File: config.mk
export PLATFORM = sky130hd
export DESIGN_NAME = eag_core
export DESIGN_NICKNAME = d
export VERILOG_FILES = /design/src/eag_pkg.sv /design/src/eag_core.sv
export VERILOG_INCLUDE_DIRS = /design/src
export SDC_FILE = /design/constraint.sdc
export NUM_CORES = 1
export LEC_CHECK = 0
export ABC_AREA = 1
export BUFFER_PORTS_ARGS = -buffer_cell sky130_fd_sc_hd__buf_2
export CORE_MARGIN = 4
export CORE_UTILIZATION = 35
export DETAILED_ROUTE_END_ITERATION = 8
export GPL_TIMING_DRIVEN = 0
export PLACE_DENSITY = 0.62
export SYNTH_ARGS = -nofsm -noshare
export SYNTH_HDL_FRONTEND = slang
export SYNTH_SLANG_ARGS = --single-unit
export TNS_END_PERCENT = 30
File: constraint.sdc
create_clock -name mclk_i -period 4.85 [get_ports mclk_i]
set_input_delay 0.485 -clock mclk_i [delete_from_list [all_inputs] [get_ports mclk_i]]
set_output_delay 0.485 -clock mclk_i [all_outputs]
set_load 0.01 [all_outputs]
File: src/eag_consts.svh
/*
  Constants for the effective-address generator: mode codes,
  interrupt-mask levels and the page-zero high byte.
  Assumes it is included once per compile unit by bare name.
*/
`ifndef EAG_CONSTS_SVH
`define EAG_CONSTS_SVH

// ----------------------------------------------------------------
// addressing mode codes (mode field of eag_req_t)
// ----------------------------------------------------------------
`define EAG_MODE_INH      4'h0
`define EAG_MODE_IMM      4'h1
`define EAG_MODE_DIR_S    4'h2
`define EAG_MODE_DIR_L    4'h3
`define EAG_MODE_IDX_0    4'h4
`define EAG_MODE_IDX_S    4'h5
`define EAG_MODE_IDX_L    4'h6
`define EAG_MODE_IND_S    4'h7
`define EAG_MODE_IND_L    4'h8
`define EAG_MODE_INDX_S   4'h9
`define EAG_MODE_INDX_L   4'hA
`define EAG_MODE_REL      4'hB

// ----------------------------------------------------------------
// interrupt mask levels, mask reset value and page-zero high byte
// ----------------------------------------------------------------
`define EAG_IMASK_SET     2'h3
`define EAG_IMASK_CLR     2'h0
`define EAG_IMASK_RST     2'h3
`define EAG_PAGE0_HI      8'h00

`endif

File: src/eag_pkg.sv
/*
  Types shared by the effective-address generator.
  Assumes eag_consts.svh supplies the numeric constants.
*/
package eag_pkg;

  typedef enum logic [1:0]
  {
    EAG_OP_NONE,
    EAG_OP_MASK,
    EAG_OP_UNMASK
  } eag_imask_op_t;

  // one decoded instruction request from the sequencer
  typedef struct packed
  {
    logic [3:0]    mode;
    logic          use_y;
    logic          rmw;
    eag_imask_op_t imask_op;
  } eag_req_t;

  // result of one address computation
  typedef struct packed
  {
    logic [15:0] addr;
    logic [7:0]  imm;
    logic [1:0]  length;
    logic        is_imm;
    logic        illegal;
  } eag_res_t;

endpackage

File: src/eag_core.sv
/*
  Effective-address generator and instruction-length decoder.
  Assumes a byte-wide memory that answers combinationally from the
  registered address, so read data stands in the cycle in which the
  registered strobe stands; the opcode is already taken by the
  sequencer, and index registers and PC are held outside on the same
  clock. Index registers are read live while the result is formed.
*/
// Behaviour
// [RULE1] short forms keep operand addresses in page zero, fewer bytes
// [RULE2] long forms reach any address of the 64 Kbyte space
// [RULE3] read-modify-write operations accept short forms only
// [RULE4] inherent instructions are one byte, no operand fetch
// [RULE5] immediate instructions are two bytes, second byte is the operand
// [RULE6] short direct fetches one address byte, range 00 to FF
// [RULE7] long direct fetches a two-byte address word
// [RULE8] indexed address is unsigned sum of X or Y and offset
// [RULE9] indexed without offset uses index alone, no byte fetched
// [RULE10] short indexed adds one offset byte, carry kept, up to 1FE
// [RULE11] long indexed adds index to a two-byte offset word
// [RULE12] indirect: byte after opcode is pointer address, pointer read from memory
// [RULE13] short indirect reads one-byte pointer, range 00 to FF
// [RULE14] long indirect reads two-byte pointer from page-zero pointer address
// [RULE15] indirect indexed adds X or Y to the pointer value
// [RULE16] short indirect indexed sum spans 00 to 1FE
// [RULE17] mask instruction sets interrupt mask to level 3
// [RULE18] unmask instruction lowers interrupt mask to level 0
// [RULE19] relative branch adds signed 8-bit displacement to PC
// [RULE20] long indexed sums wrap modulo 64 Kbyte without fault
`include "eag_consts.svh"

module eag_core
  import eag_pkg::*;
(
  input  wire logic        mclk_i,
  input  wire logic        sys_rst_i,
  input  wire logic        start_i,
  input  wire eag_req_t    req_i,
  input  wire logic [7:0]  idx_x_i,
  input  wire logic [7:0]  idx_y_i,
  input  wire logic [15:0] pc_i,
  input  wire logic [7:0]  mem_data_i,
  output logic             mem_rd_o,
  output logic [15:0]      mem_addr_o,
  output logic             busy_o,
  output logic             done_o,
  output eag_res_t         res_o,
  output logic [15:0]      branch_pc_o,
  output logic [1:0]       imask_o
);

  // ----------------------------------------------------------------
  // sequencer states
  // ----------------------------------------------------------------
  typedef enum logic [2:0]
  {
    ST_IDLE,
    ST_BYTE1,
    ST_BYTE2,
    ST_PTR_HI,
    ST_PTR_LO,
    ST_FINISH
  } eag_state_t;

  eag_state_t  state_reg;
  eag_req_t    req_reg;
  logic [15:0] fetch_pc_reg;
  logic [7:0]  b1_reg;
  logic [15:0] base_reg;
  logic [7:0]  ptr_addr_reg;
  logic [1:0]  len_reg;
  logic        hi_taken_reg;

  logic [7:0]  index_sel;
  logic        is_long;
  logic        is_ind;
  logic        is_indexed;
  logic [1:0]  ops_bytes;
  logic        rd_phase;

  assign index_sel  = req_reg.use_y ? idx_y_i : idx_x_i;
  assign is_long    = (req_reg.mode == `EAG_MODE_DIR_L) || (req_reg.mode == `EAG_MODE_IDX_L)
                   || (req_reg.mode == `EAG_MODE_IND_L) || (req_reg.mode == `EAG_MODE_INDX_L);
  assign is_ind     = (req_reg.mode == `EAG_MODE_IND_S) || (req_reg.mode == `EAG_MODE_IND_L)
                   || (req_reg.mode == `EAG_MODE_INDX_S) || (req_reg.mode == `EAG_MODE_INDX_L);
  assign is_indexed = (req_reg.mode == `EAG_MODE_IDX_S) || (req_reg.mode == `EAG_MODE_IDX_L)
                   || (req_reg.mode == `EAG_MODE_INDX_S) || (req_reg.mode == `EAG_MODE_INDX_L);

  // operand bytes after the opcode for each mode
  always_comb
  begin
    case (req_reg.mode)
      `EAG_MODE_INH:    ops_bytes = 2'd0;  // [RULE4]
      `EAG_MODE_IDX_0:  ops_bytes = 2'd0;  // [RULE9]
      `EAG_MODE_IMM:    ops_bytes = 2'd1;  // [RULE5]
      `EAG_MODE_DIR_S:  ops_bytes = 2'd1;  // [RULE6]
      `EAG_MODE_IDX_S:  ops_bytes = 2'd1;  // [RULE10]
      `EAG_MODE_REL:    ops_bytes = 2'd1;
      `EAG_MODE_DIR_L:  ops_bytes = 2'd2;  // [RULE7]
      `EAG_MODE_IDX_L:  ops_bytes = 2'd2;  // [RULE11]
      default:          ops_bytes = 2'd1;  // indirect: one pointer-address byte [RULE12]
    endcase
  end

  // ----------------------------------------------------------------
  // sequencer
  // ----------------------------------------------------------------
  always_ff @(posedge mclk_i or posedge sys_rst_i)
  begin
    if (sys_rst_i)
    begin
      state_reg    <= ST_IDLE;
      req_reg      <= '0;
      fetch_pc_reg <= 16'h0000;
      b1_reg       <= 8'h00;
      base_reg     <= 16'h0000;
      ptr_addr_reg <= 8'h00;
      len_reg      <= 2'd0;
    end
    else
    begin
      case (state_reg)
        ST_IDLE:
        begin
          if (start_i)
          begin
            req_reg      <= req_i;
            fetch_pc_reg <= pc_i + 16'h0001;
            state_reg    <= ST_BYTE1;
          end
        end
        ST_BYTE1:
        begin
          len_reg <= ops_bytes;
          // illegal long rmw and no-byte modes finish without a fetch
          if (ops_bytes == 2'd0 || (req_reg.rmw && is_long))  // [RULE3]
            state_reg <= ST_FINISH;
          else
          begin
            fetch_pc_reg <= fetch_pc_reg + 16'h0001;
            state_reg    <= ST_BYTE2;
          end
        end
        ST_BYTE2:
        begin
          b1_reg <= mem_data_i;
          if (is_ind)
          begin
            ptr_addr_reg <= mem_data_i;  // page-zero pointer address [RULE12]
            state_reg    <= ST_PTR_HI;
          end
          else if (ops_bytes == 2'd2)
          begin
            base_reg[15:8] <= mem_data_i;  // high byte first
            fetch_pc_reg   <= fetch_pc_reg + 16'h0001;
            state_reg      <= ST_PTR_LO;
          end
          else
          begin
            base_reg  <= {`EAG_PAGE0_HI, mem_data_i};  // [RULE1] [RULE6]
            state_reg <= ST_FINISH;
          end
        end
        ST_PTR_HI:
        begin
          // pointer word read starts here; byte pointer takes one read
          state_reg <= ST_PTR_LO;
        end
        ST_PTR_LO:
        begin
          // long pointer: high byte first, then one more cycle for the low byte
          if (is_ind && is_long && !hi_taken_reg)
          begin
            base_reg  <= {mem_data_i, 8'h00};  // [RULE14]
            state_reg <= ST_PTR_LO;
          end
          else if (is_ind && is_long)
          begin
            base_reg  <= {base_reg[15:8], mem_data_i};  // [RULE14]
            state_reg <= ST_FINISH;
          end
          else if (is_ind)
          begin
            base_reg  <= {`EAG_PAGE0_HI, mem_data_i};  // [RULE13] [RULE16]
            state_reg <= ST_FINISH;
          end
          else
          begin
            base_reg[7:0] <= mem_data_i;  // [RULE7] [RULE11]
            state_reg     <= ST_FINISH;
          end
        end
        ST_FINISH:
        begin
          state_reg <= ST_IDLE;
        end
        default:
        begin
          state_reg <= ST_IDLE;
        end
      endcase
    end
  end

  // ----------------------------------------------------------------
  // pointer word progress
  // ----------------------------------------------------------------
  // cleared while idle so a flag left by one instruction can never let
  // the next long pointer skip its high byte
  always_ff @(posedge mclk_i or posedge sys_rst_i)
  begin
    if (sys_rst_i)
      hi_taken_reg <= 1'b0;
    else if (state_reg == ST_IDLE)
      hi_taken_reg <= 1'b0;
    else if (state_reg == ST_PTR_LO && is_ind && is_long)
      hi_taken_reg <= 1'b1;
  end

  // memory read request: code bytes from fetch pc, pointers from page zero
  // a long rmw request never touches memory, it only reports illegal
  assign rd_phase = (state_reg == ST_BYTE1 && ops_bytes != 2'd0 && !(req_reg.rmw && is_long))
                 || (state_reg == ST_BYTE2 && !is_ind && ops_bytes == 2'd2)
                 || (state_reg == ST_PTR_HI)
                 || (state_reg == ST_PTR_LO && is_ind && is_long && !hi_taken_reg);

  always_ff @(posedge mclk_i or posedge sys_rst_i)
  begin
    if (sys_rst_i)
    begin
      mem_rd_o   <= 1'b0;
      mem_addr_o <= 16'h0000;
    end
    else
    begin
      mem_rd_o <= rd_phase;
      if (state_reg == ST_PTR_HI)
        mem_addr_o <= {`EAG_PAGE0_HI, ptr_addr_reg};  // [RULE14]
      else if (state_reg == ST_PTR_LO)
        mem_addr_o <= {`EAG_PAGE0_HI, ptr_addr_reg + 8'h01};
      else
        mem_addr_o <= fetch_pc_reg;
    end
  end

  // ----------------------------------------------------------------
  // result
  // ----------------------------------------------------------------
  logic [15:0] ea_next;
  logic [15:0] br_next;

  // index registers are read live here, so they must hold until done
  always_comb
  begin
    ea_next = base_reg;
    if (req_reg.mode == `EAG_MODE_IDX_0)
      ea_next = {`EAG_PAGE0_HI, index_sel};  // [RULE9]
    else if (is_indexed)
      ea_next = base_reg + {8'h00, index_sel};  // [RULE8] [RULE10] [RULE15] [RULE20]
    br_next = fetch_pc_reg + {{8{b1_reg[7]}}, b1_reg};  // [RULE19]
  end

  always_ff @(posedge mclk_i or posedge sys_rst_i)
  begin
    if (sys_rst_i)
    begin
      done_o      <= 1'b0;
      busy_o      <= 1'b0;
      res_o       <= '0;
      branch_pc_o <= 16'h0000;
    end
    else
    begin
      done_o <= (state_reg == ST_FINISH);
      busy_o <= (state_reg != ST_IDLE && state_reg != ST_FINISH) || (state_reg == ST_IDLE && start_i);
      if (state_reg == ST_FINISH)
      begin
        res_o.addr    <= ea_next;  // [RULE2]
        res_o.imm     <= b1_reg;   // [RULE5]
        res_o.length  <= len_reg;
        res_o.is_imm  <= (req_reg.mode == `EAG_MODE_IMM);
        res_o.illegal <= req_reg.rmw && is_long;  // [RULE3]
        branch_pc_o   <= br_next;
      end
    end
  end

  // ----------------------------------------------------------------
  // interrupt mask level
  // ----------------------------------------------------------------
  // changes at the start edge itself; the decode still runs on to done
  always_ff @(posedge mclk_i or posedge sys_rst_i)
  begin
    if (sys_rst_i)
      imask_o <= `EAG_IMASK_RST;
    else if (start_i && state_reg == ST_IDLE && req_i.mode == `EAG_MODE_INH)
    begin
      if (req_i.imask_op == EAG_OP_MASK)
        imask_o <= `EAG_IMASK_SET;  // [RULE17]
      else if (req_i.imask_op == EAG_OP_UNMASK)
        imask_o <= `EAG_IMASK_CLR;  // [RULE18]
    end
  end

endmodule

; After elaboration in Yosys (flattened, before gate mapping)
; Memories as Yosys holds them, arrays and structs flattened.
; Cells that the tools add are included.
[op_classes]
n_addsub = 5
n_eq_ne = 25
mux = 27
n_reduce_logical = 45
[op_table]
columns = op, n
row1 = $mux W16, 11
row2 = $pmux W16 S3, 1
row3 = $add A16 B1 Y16 const B, 2
row4 = $mux W8, 4
row5 = $pmux W16 S2, 1
row6 = $add A16 B16 Y16, 1
row7 = $add A16 B8 Y16, 1
row8 = $eq A4 B3 Y1 const B, 4
row9 = $pmux W3 S5, 1
row10 = $logic_or A1 B1 Y1, 14
row11 = $logic_and A1 B1 Y1, 13
row12 = $eq A4 B4 Y1 const B, 3
row13 = $ne A2 B2 Y1 const B, 5
row14 = $mux W3, 3
row15 = $ne A3 B3 Y1 const B, 3
row16 = $add A8 B1 Y8 const B, 1
row17 = $reduce_bool A2 Y1, 4
row18 = $eq A3 B2 Y1 const B, 2
row19 = $eq A3 B3 Y1 const B, 2
row20 = $reduce_and A2 Y1, 3
row21 = $reduce_bool A3 Y1, 2
row22 = $reduce_and A5 Y1, 1
row23 = $eq A2 B2 Y1 const B, 2
row24 = $eq A4 B1 Y1 const B, 1
row25 = other kinds (11), 17
[totals]
ff_bits = 125
romBits = 32
inputBits = 51
output_inout_bits = 65
elab_cells = 125
mem_count = 1
[mem_list]
columns = name, words, word_bits, read_ports, rd_ports_with_merged_regs, wr, line_no
row1 = (no name shown), 16, 2, 1, 0, 0, eag_core.sv:92  ; case (req_reg.mode)

; Logic depth before layout (Yosys ltp)
; Gate-level depths: netlist of run 1.
[logic_depth]
word_depth = 10
mapped_depth = 18
depth_no_buf = 17

; Worst setup path before layout of run 1
; No wires, ideal clock.
[synth_path]
path_kind = reg2reg
from = register req_reg[3] in the netlist's numbering
to = register res_o[23] in the netlist's numbering
setup_ns = 0.118
arrival_time_ns = 2.146
required_ns = 4.732
path_slack_ns = 2.586
stages_incl_launch_ff = 16
path_buffers = 1
synth_period_minus_slack_ns = 2.264
cell_sequence = dfrtp_1 buf_2 inv_1 or2_2 o21ai_0 inv_1 ha_1 nand3_1 nand2_1 nand2_1 nand3_1 nand2_1 a21oi_1 nand3_1 nand3_1 nand2_1
[synth_between]
elab_chain_cells = 4
[synth_rtl]
columns = item, line_no
row1 = from (decl), eag_core.sv:66  ; eag_req_t req_reg;
row2 = from (signal assigned), eag_core.sv:127  ; req_reg <= req_i;
row3 = $mux W8, eag_core.sv:81  ; assign index_sel = req_reg.use_y ? idx_y_i : idx_x_i;
row4 = $add A16 B8 Y16, eag_core.sv:259  ; ea_next = base_reg + {8'h00, index_sel};
row5 = $mux W16, eag_core.sv:258  ; else if (is_indexed)
row6 = $mux W16, eag_core.sv:256  ; if (req_reg.mode == `EAG_MODE_IDX_0)
row7 = to (decl), eag_core.sv:47  ; output eag_res_t res_o,
; No other way between the ends.
; A chain may end at the register's enable or synchronous reset.

; Worst setup path after layout of run 1
; Same ends and word-level chain as after synthesis.

==> results.cfg, run 1 <==
[min_path]
worstHoldPathType = in -> async

[yosys]
synthesized_cell_area_mm2 = 0.00739
synth-main-ff-cell = sky130_fd_sc_hd__dfrtp_1
post-synth-top-area-fraction_pct = 41.7
ys.warnings.count = 0
synthCells = 970
yosys-mux-area-fraction_pct = 0.271
synth_top_family_by_area = simple AND/OR/NAND/NOR gates
post_synthesis_share_of_cell_area_spent_on_and_or_nand_and_nor_gates_pct = 29.0
ys_top_cells_by_area = sky130_fd_sc_hd__dfrtp_1, sky130_fd_sc_hd__nand2_1, sky130_fd_sc_hd__o21ai_0, sky130_fd_sc_hd__inv_1, sky130_fd_sc_hd__nand3_1
syn-mean-instance-area_um2 = 7.61
yosys.area_share.xor_xnor_pct = 2.85
synthesized_area_fraction_occupied_by_ao_oa_aoi_and_oai_cells_pct = 11.7
syn-num-nets = 1053
yosys.area_share.adder_pct = 5.62
share_of_async_settable_or_async_resettable_flops_after_synthesis_pct = 100
yosys.area.top_type = sky130_fd_sc_hd__dfrtp_1
synth_enable_flop_cells = 0
synth_sequential_area_ratio_pct = 42.0
ys_seq_elements = 124
synthDistinctLibCells = 48

[placed_design]
numPortBuffers = 115
dpl_cell_area_mm2 = 0.00833
finalWeightedCongestion = 0.898
detailed_place_hpwl_mm = 15.7

[die]
chipWidth_um = 153
initial_utilization_pct = 36.0
die_area_mm2 = 0.0235
vert_die_dim_um = 153
core_area_mm2 = 0.0205
pin_count = 116
rows = 52

[timing]
rsz_0062_raised_after_global_routing = false
finalHoldViolations = 0
final.period_utilization_pct = 55.6
relSlewSlack_pct = 51.9
finalWorstPathRequiredPeriod_ps = 2700
fin_setup_tns_ps = 0
tightest_slew_ps = 722
max_freq_mhz = 371
setup_viol = 0
final-max-slew-violation-count = 0
worst_clock_skew_ps = 16.2

[worst_setup_path]
worst_setup_path_end_kind = flop
max_stage_delay_ps = 310
cells_along_the_critical_path = buf_2 > inv_1 > or2_2 > o21ai_0 > inv_1 > ha_1 > nand3_1 > nand2_1 > nand2_1 > nand3_1 > nand2_1 > a21oi_1 > nand3_1 > nand3_1 > nand2_1
crit_path_top_delay_cell = sky130_fd_sc_hd__dfrtp_1
setup.worst_path.start_class = flop
critPathArrivalTime_ps = 3000
timing.critical_path.buf_inv = 3
critPathTopFamily = simple AND/OR/NAND/NOR gates
worstPathMaxFanout = 9
path_class = reg -> reg
worst-endpoint-required_ps = 5150

[detailed_routing]
initialDrtViolationCount = 402
drt-wirelength-per-cell_um = 14.6
drt_via_density = 4.80
first_pass_iters = 5
drt_drc_violations_left = 0
wirelength_mm = 20.3
antenna_violating_nets_post_route = 0
via_count = 6666

[layout]
areaGrowthSynthToFinish_pct = 20.9
diodes = 0
drive_above_1_share_pct = 19.1
postLayoutCellArea_mm2 = 0.00893
mostFrequentLayoutCell = sky130_fd_sc_hd__nand2_1
number_of_flip_flops_in_the_largest_register = 28
largest_register = res_o
nets = 1188
most-common-layout-cells = sky130_fd_sc_hd__nand2_1, sky130_fd_sc_hd__dfrtp_1, sky130_fd_sc_hd__buf_2

[clock_tree]
clk_root_buffer_cell = sky130_fd_sc_hd__clkbuf_16
clkSlewWorstSetupHoldPaths_ps = 60
clkLatencyLatePin_ps = 420
clock_path_buffers = 2
number_of_buffers_inserted_during_clock_tree_synthesis = 17
hold_buf_count_cts = 0
post_cts_resize_count = 0
cts_setup_buffers = 0
cts_htree_levels = 4
clock_tree_from_tritoncts = done
clkSinkCount = 124

[power]
vdd_ir_drop_max_v = 0.000280
power_leakage_nw = 4.75
cellPowerDensity_mw_per_mm2 = 768

[global_routing]
number_of_antenna_violations_at_the_first_check_in_global_routing = 1
vias_in_the_first_global_route = 6471
wire_length_of_the_first_global_routing_pass_mm = 33.5
global_route.overflow_total = 0
grt_max_degree = 88
groute.usage.overall_pct = 17.5

[outcome]
status = complete, no violations

[flow_run]
max-cap-violations = 0
==> Yosys cell counts (3+ instances only) <==
library cell                count
sky130_fd_sc_hd__nand4_1       16
sky130_fd_sc_hd__nand3b_1       6
sky130_fd_sc_hd__nand2_2       12
sky130_fd_sc_hd__clkbuf_1      13
sky130_fd_sc_hd__o21ai_1        6
sky130_fd_sc_hd__o21ai_0       87
sky130_fd_sc_hd__o211ai_1       3
sky130_fd_sc_hd__dfrtp_1      123
sky130_fd_sc_hd__buf_6          5
sky130_fd_sc_hd__a31oi_1        3
sky130_fd_sc_hd__nand2_1      300
sky130_fd_sc_hd__nor2_4         5
sky130_fd_sc_hd__nand3_2        3
sky130_fd_sc_hd__o221ai_1       4
sky130_fd_sc_hd__o22ai_1        4
sky130_fd_sc_hd__inv_2         13
sky130_fd_sc_hd__ha_1          30
sky130_fd_sc_hd__nor3_1         3
sky130_fd_sc_hd__buf_2          5
sky130_fd_sc_hd__inv_1        109
sky130_fd_sc_hd__o21ai_2        4
sky130_fd_sc_hd__nand3_1       78
sky130_fd_sc_hd__xnor2_1       10
sky130_fd_sc_hd__buf_4          4
sky130_fd_sc_hd__a21oi_1       31
sky130_fd_sc_hd__xor2_1        14
sky130_fd_sc_hd__a2bb2oi_1      4
sky130_fd_sc_hd__nor2_1        48
==> area by class of cell <==
type / instances / area [µm²]
Tap cell: 270 / 338
Buffer: 27 / 160
Clock buffer: 18 / 439
Clock inverter: 14 / 158
Multi-Input combinational cell: 695 / 3650
Sequential cell: 124 / 3100
Inverter: 124 / 472
Timing Repair Buffer: 116 / 603
Fill cell: 2123 / 11600
==> where the power goes <==
group / switching [mW] / total, mW / internal [mW] / leakage (nW)
combinational: 2.37 / 3.70 / 1.33 / 2.93
sequential: 0.354 / 1.87 / 1.52 / 1.54
clock: 0.504 / 1.28 / 0.779 / 0.284
==> logic make-up after synthesis <==
group	after synthesis
xor+xnor	24
flops	124
simple gates	483
fa+ha+maj	32
compound gates	154
mux	2
buf+inv	151
==> path summary, 6_finish.rpt <==
kind / start / to / slack (ps) / depth (start not counted)
setup / recovery: req_reg[3] / res_o[23] / 2150 / 15
min in group mclk_i: req_i[3] / req_reg[3] / 270 / 3
setup reg to reg: req_reg[3] / res_o[23] / 2150 / 15
hold reg to reg: res_o[22] / res_o[22] / 470 / 2
hold / removal: sys_rst_i / res_o[1] / 60 / 2
max in group asynchronous: sys_rst_i / branch_pc_o[13] / 4030 / 3
==> layer usage <==
layer,part of all wire [%],wire (µm),up-vias,global-route usage [%]
met5,0.034,7,-,0
met4,2.2,437,2,6.32
met3,4.2,844,30,3.48
met2,44,8880,158,25.9
met1,50,10100,3046,25.2
li1,-,-,3430,-
==> through the flow <==
stage | std cells | utilization, % | worst slack [ps] | total power [mW] | hold WS (ps)
2_1_floorplan | 970 | - | 1070 | 4.51 | 449
3_3_place_gp | 1355 | 40.5 | -483 | 5.53 | 462
3_5_place_dp | 1356 | 40.7 | 2170 | 5.57 | 457
4_1_cts | 1388 | 43.6 | 2150 | 6.89 | 63.5
5_1_grt | 1388 | 43.6 | 1860 | 7.50 | 84.4
6_report | 1388 | 43.6 | 2150 | 6.86 | 60.5
(Power assumes the default switching activity.)
==> inputs of run 2 (changes only) <==
ABC_AREA = 0   (was 1)
clock period = 2.6 ns   (was 4.85 ns; I/O delays follow)
==> run 2 against run 1 <==
Effect of this change: first-iteration DRC count up 28%; count of clock-buffer cells in the layout up 2; clock power up 87%; register-to-register slack worse by 2100 ps; largest power group unchanged; highest routed layer is now met4.
==> results.cfg, run 2 <==
[outcome]
status = complete, no violations

[die]
rows = 52
vert_die_dim_um = 153
chipWidth_um = 153
initial_utilization_pct = 35.8
core_area_mm2 = 0.0204
die_area_mm2 = 0.0233
pin_count = 116

[flow_run]
max-cap-violations = 0

[clock_tree]
clkSinkCount = 124
number_of_buffers_inserted_during_clock_tree_synthesis = 17
cts_htree_levels = 4
clk_root_buffer_cell = sky130_fd_sc_hd__clkbuf_16
clock_path_buffers = 2
clkSlewWorstSetupHoldPaths_ps = 60
clkLatencyLatePin_ps = 430
clock_tree_from_tritoncts = done

[power]
power.total_mw = 13.9
vdd_ir_drop_max_v = 0.000475
cellPowerDensity_mw_per_mm2 = 1480
power_leakage_nw = 4.21

[placed_design]
detailed_place_hpwl_mm = 16.1
numPortBuffers = 115
finalWeightedCongestion = 0.872
dpl_cell_area_mm2 = 0.00830

[yosys]
synth_enable_flop_cells = 0
ys_seq_elements = 124
yosys.area.top_type = sky130_fd_sc_hd__dfrtp_1
post-synth-top-area-fraction_pct = 42.0
syn-num-nets = 906
synth-main-ff-cell = sky130_fd_sc_hd__dfrtp_1
synthesized_cell_area_mm2 = 0.00732
synthCells = 823
ys_top_cells_by_area = sky130_fd_sc_hd__dfrtp_1, sky130_fd_sc_hd__nand2_1, sky130_fd_sc_hd__o21ai_0, sky130_fd_sc_hd__ha_1, sky130_fd_sc_hd__mux2_2
yosysMostFrequentCell = sky130_fd_sc_hd__nand2_1
synth_sequential_area_ratio_pct = 42.4
ys_top_cells_by_count = sky130_fd_sc_hd__nand2_1, sky130_fd_sc_hd__dfrtp_1, sky130_fd_sc_hd__o21ai_0
synthDistinctLibCells = 68
syn-mean-instance-area_um2 = 8.90
share_of_async_settable_or_async_resettable_flops_after_synthesis_pct = 100
ys.warnings.count = 0

[worst_setup_path]
setup.worst_path.start_class = flop
worstPathMaxFanout = 5
path_class = reg -> reg
critPathArrivalTime_ps = 2820
worst-endpoint-required_ps = 2880
worst_setup_path_end_kind = flop

[layout]
most-common-layout-cells = sky130_fd_sc_hd__nand2_1, sky130_fd_sc_hd__buf_2, sky130_fd_sc_hd__dfrtp_1
n_fill_cell = 2003
ff_latch_area_mm2 = 0.00311
nets = 1061
postLayoutCellArea_mm2 = 0.00936
area_of_combinational_cells_with_multiple_inputs_mm2 = 0.00422
mostFrequentLayoutCell = sky130_fd_sc_hd__nand2_1
largest_register = res_o
areaGrowthSynthToFinish_pct = 27.9
drive_above_1_share_pct = 27.5
number_of_flip_flops_in_the_largest_register = 28

[timing]
max_freq_mhz = 395
hold-worst-slack_ps = 53.9
finalHoldViolations = 0
final-max-slew-violation-count = 0
worst_clock_skew_ps = 11.2
finalWorstPathRequiredPeriod_ps = 2530
fin_setup_tns_ps = 0
rsz_0062_raised_after_global_routing = true
tightest_slew_ps = 761
relSlewSlack_pct = 49.1
setup_viol = 0
final.period_utilization_pct = 97.5

[global_routing]
number_of_antenna_violations_at_the_first_check_in_global_routing = 1
vias_in_the_first_global_route = 6469
grt_max_degree = 40
wire_length_of_the_first_global_routing_pass_mm = 34.8
global_route.overflow_total = 0
groute.usage.overall_pct = 18.4

[min_path]
worstHoldPathType = in -> reg

[detailed_routing]
first_pass_iters = 5
drt_via_density = 5.37
drt-wirelength-per-cell_um = 17.3
wirelength_mm = 21.9
antenna_violating_nets_post_route = 0
drt_drc_violations_left = 0
via_count = 6777
initialDrtViolationCount = 516
run 2: changes by cell type after synthesis, moves of 11 or more:
cell | previous run | this run
sky130_fd_sc_hd__clkbuf_1 | 13 | 25
sky130_fd_sc_hd__nand2_1 | 300 | 145
sky130_fd_sc_hd__nand2_2 | 12 | 1
sky130_fd_sc_hd__inv_1 | 109 | 22
sky130_fd_sc_hd__mux2_2 | 0 | 29
sky130_fd_sc_hd__nand3_1 | 78 | 32
sky130_fd_sc_hd__inv_2 | 13 | 0
sky130_fd_sc_hd__and3_1 | 0 | 21
sky130_fd_sc_hd__a21oi_1 | 31 | 52
sky130_fd_sc_hd__o31ai_1 | 0 | 11
run 2: layout make-up:
class | count | share of cell area, %
Timing Repair Buffer | 138 | 8.42
Clock buffer | 20 | 4.88
Sequential cell | 124 | 33.2
Inverter | 22 | 0.962
Buffer | 40 | 2.33
Clock inverter | 12 | 1.47
Multi-Input combinational cell | 635 | 45.1
Tap cell | 270 | 3.61
Antenna cell | 1 | 0.0267
run 2: logic make-up (layout without fill, tap and decap cells):
| kind of cell | count (synthesis) | after routing | synth area share [%] |
|---|---|---|---|
| AO/OA/AOI/OAI | 232 | 233 | 19.8 |
| XOR/XNOR | 30 | 30 | 3.69 |
| adder cells (fa/ha/maj) | 32 | 32 | 5.67 |
| buffers and inverters | 65 | 232 | 3.71 |
| flip-flops | 124 | 124 | 42.4 |
| multiplexers | 38 | 38 | 5.71 |
| other | 0 | 1 | 0 |
| AND/OR/NAND/NOR | 302 | 302 | 19.0 |
run 2: critical path, stage by stage, from the launching register on:
cell and delay, ps:
sky130_fd_sc_hd__dfrtp_2 460, sky130_fd_sc_hd__buf_4 160, sky130_fd_sc_hd__mux2_4 320, sky130_fd_sc_hd__ha_4 250, sky130_fd_sc_hd__o21ai_2 130, sky130_fd_sc_hd__nand2b_1 90
sky130_fd_sc_hd__and3_1 190, sky130_fd_sc_hd__a221o_1 350, sky130_fd_sc_hd__buf_4 150, sky130_fd_sc_hd__nand2_1 60, sky130_fd_sc_hd__xor2_1 150, sky130_fd_sc_hd__o31ai_1 80
run 2: path summary, 6_finish.rpt:
path | from | end | slack [ps] | cells after the start
max reg2reg | req_reg[3] | res_o[25] | 70 | 11
min | req_i[5] | req_reg[5] | 50 | 3
min reg2reg | branch_pc_o[0] | branch_pc_o[0] | 470 | 2
min in group asynchronous | sys_rst_i | mem_rd_o | 510 | 3
max in group asynchronous | sys_rst_i | branch_pc_o[10] | 1270 | 5
max | req_reg[3] | res_o[25] | 70 | 11
run 2: timing repair:
| action | CTS | global route |
|---|---|---|
| gates resized for setup | 30 | 50 |
| hold buffers | 1 | 0 |
| hold endpoints to repair | 31 | 0 |
| gates cloned | 0 | 1 |
| pin swaps | 6 | 18 |
| setup endpoints to repair | 52 | 62 |
| setup buffers | 11 | 8 |
run 2: stage by stage:
step | cells | util, % | worst slack [ps]
floorplan | 823 | - | -243
CTS | 1252 | 44.5 | -0.758
finish | 1262 | 45.8 | 65.5
detailed placement | 1211 | 40.6 | -1090
global placement | 1208 | 40.3 | -1060
global route | 1262 | 45.8 | -67.0
run 2: metal layers:
layer | global-route usage (%) | up-vias | wire length [µm]
met4 | 6.79 | 0 | 479
met2 | 28.4 | 200 | 10100
met3 | 3.75 | 37 | 1080
met1 | 25.7 | 3254 | 10200
li1 | - | 3286 | -
met5 | 0 | - | 0
run 2: report_power, final:
group	internal [mW]	switching [mW]
Sequential	2.88	0.872
Combinational	3.28	4.46
Clock	1.47	0.919
Total	7.64	6.25
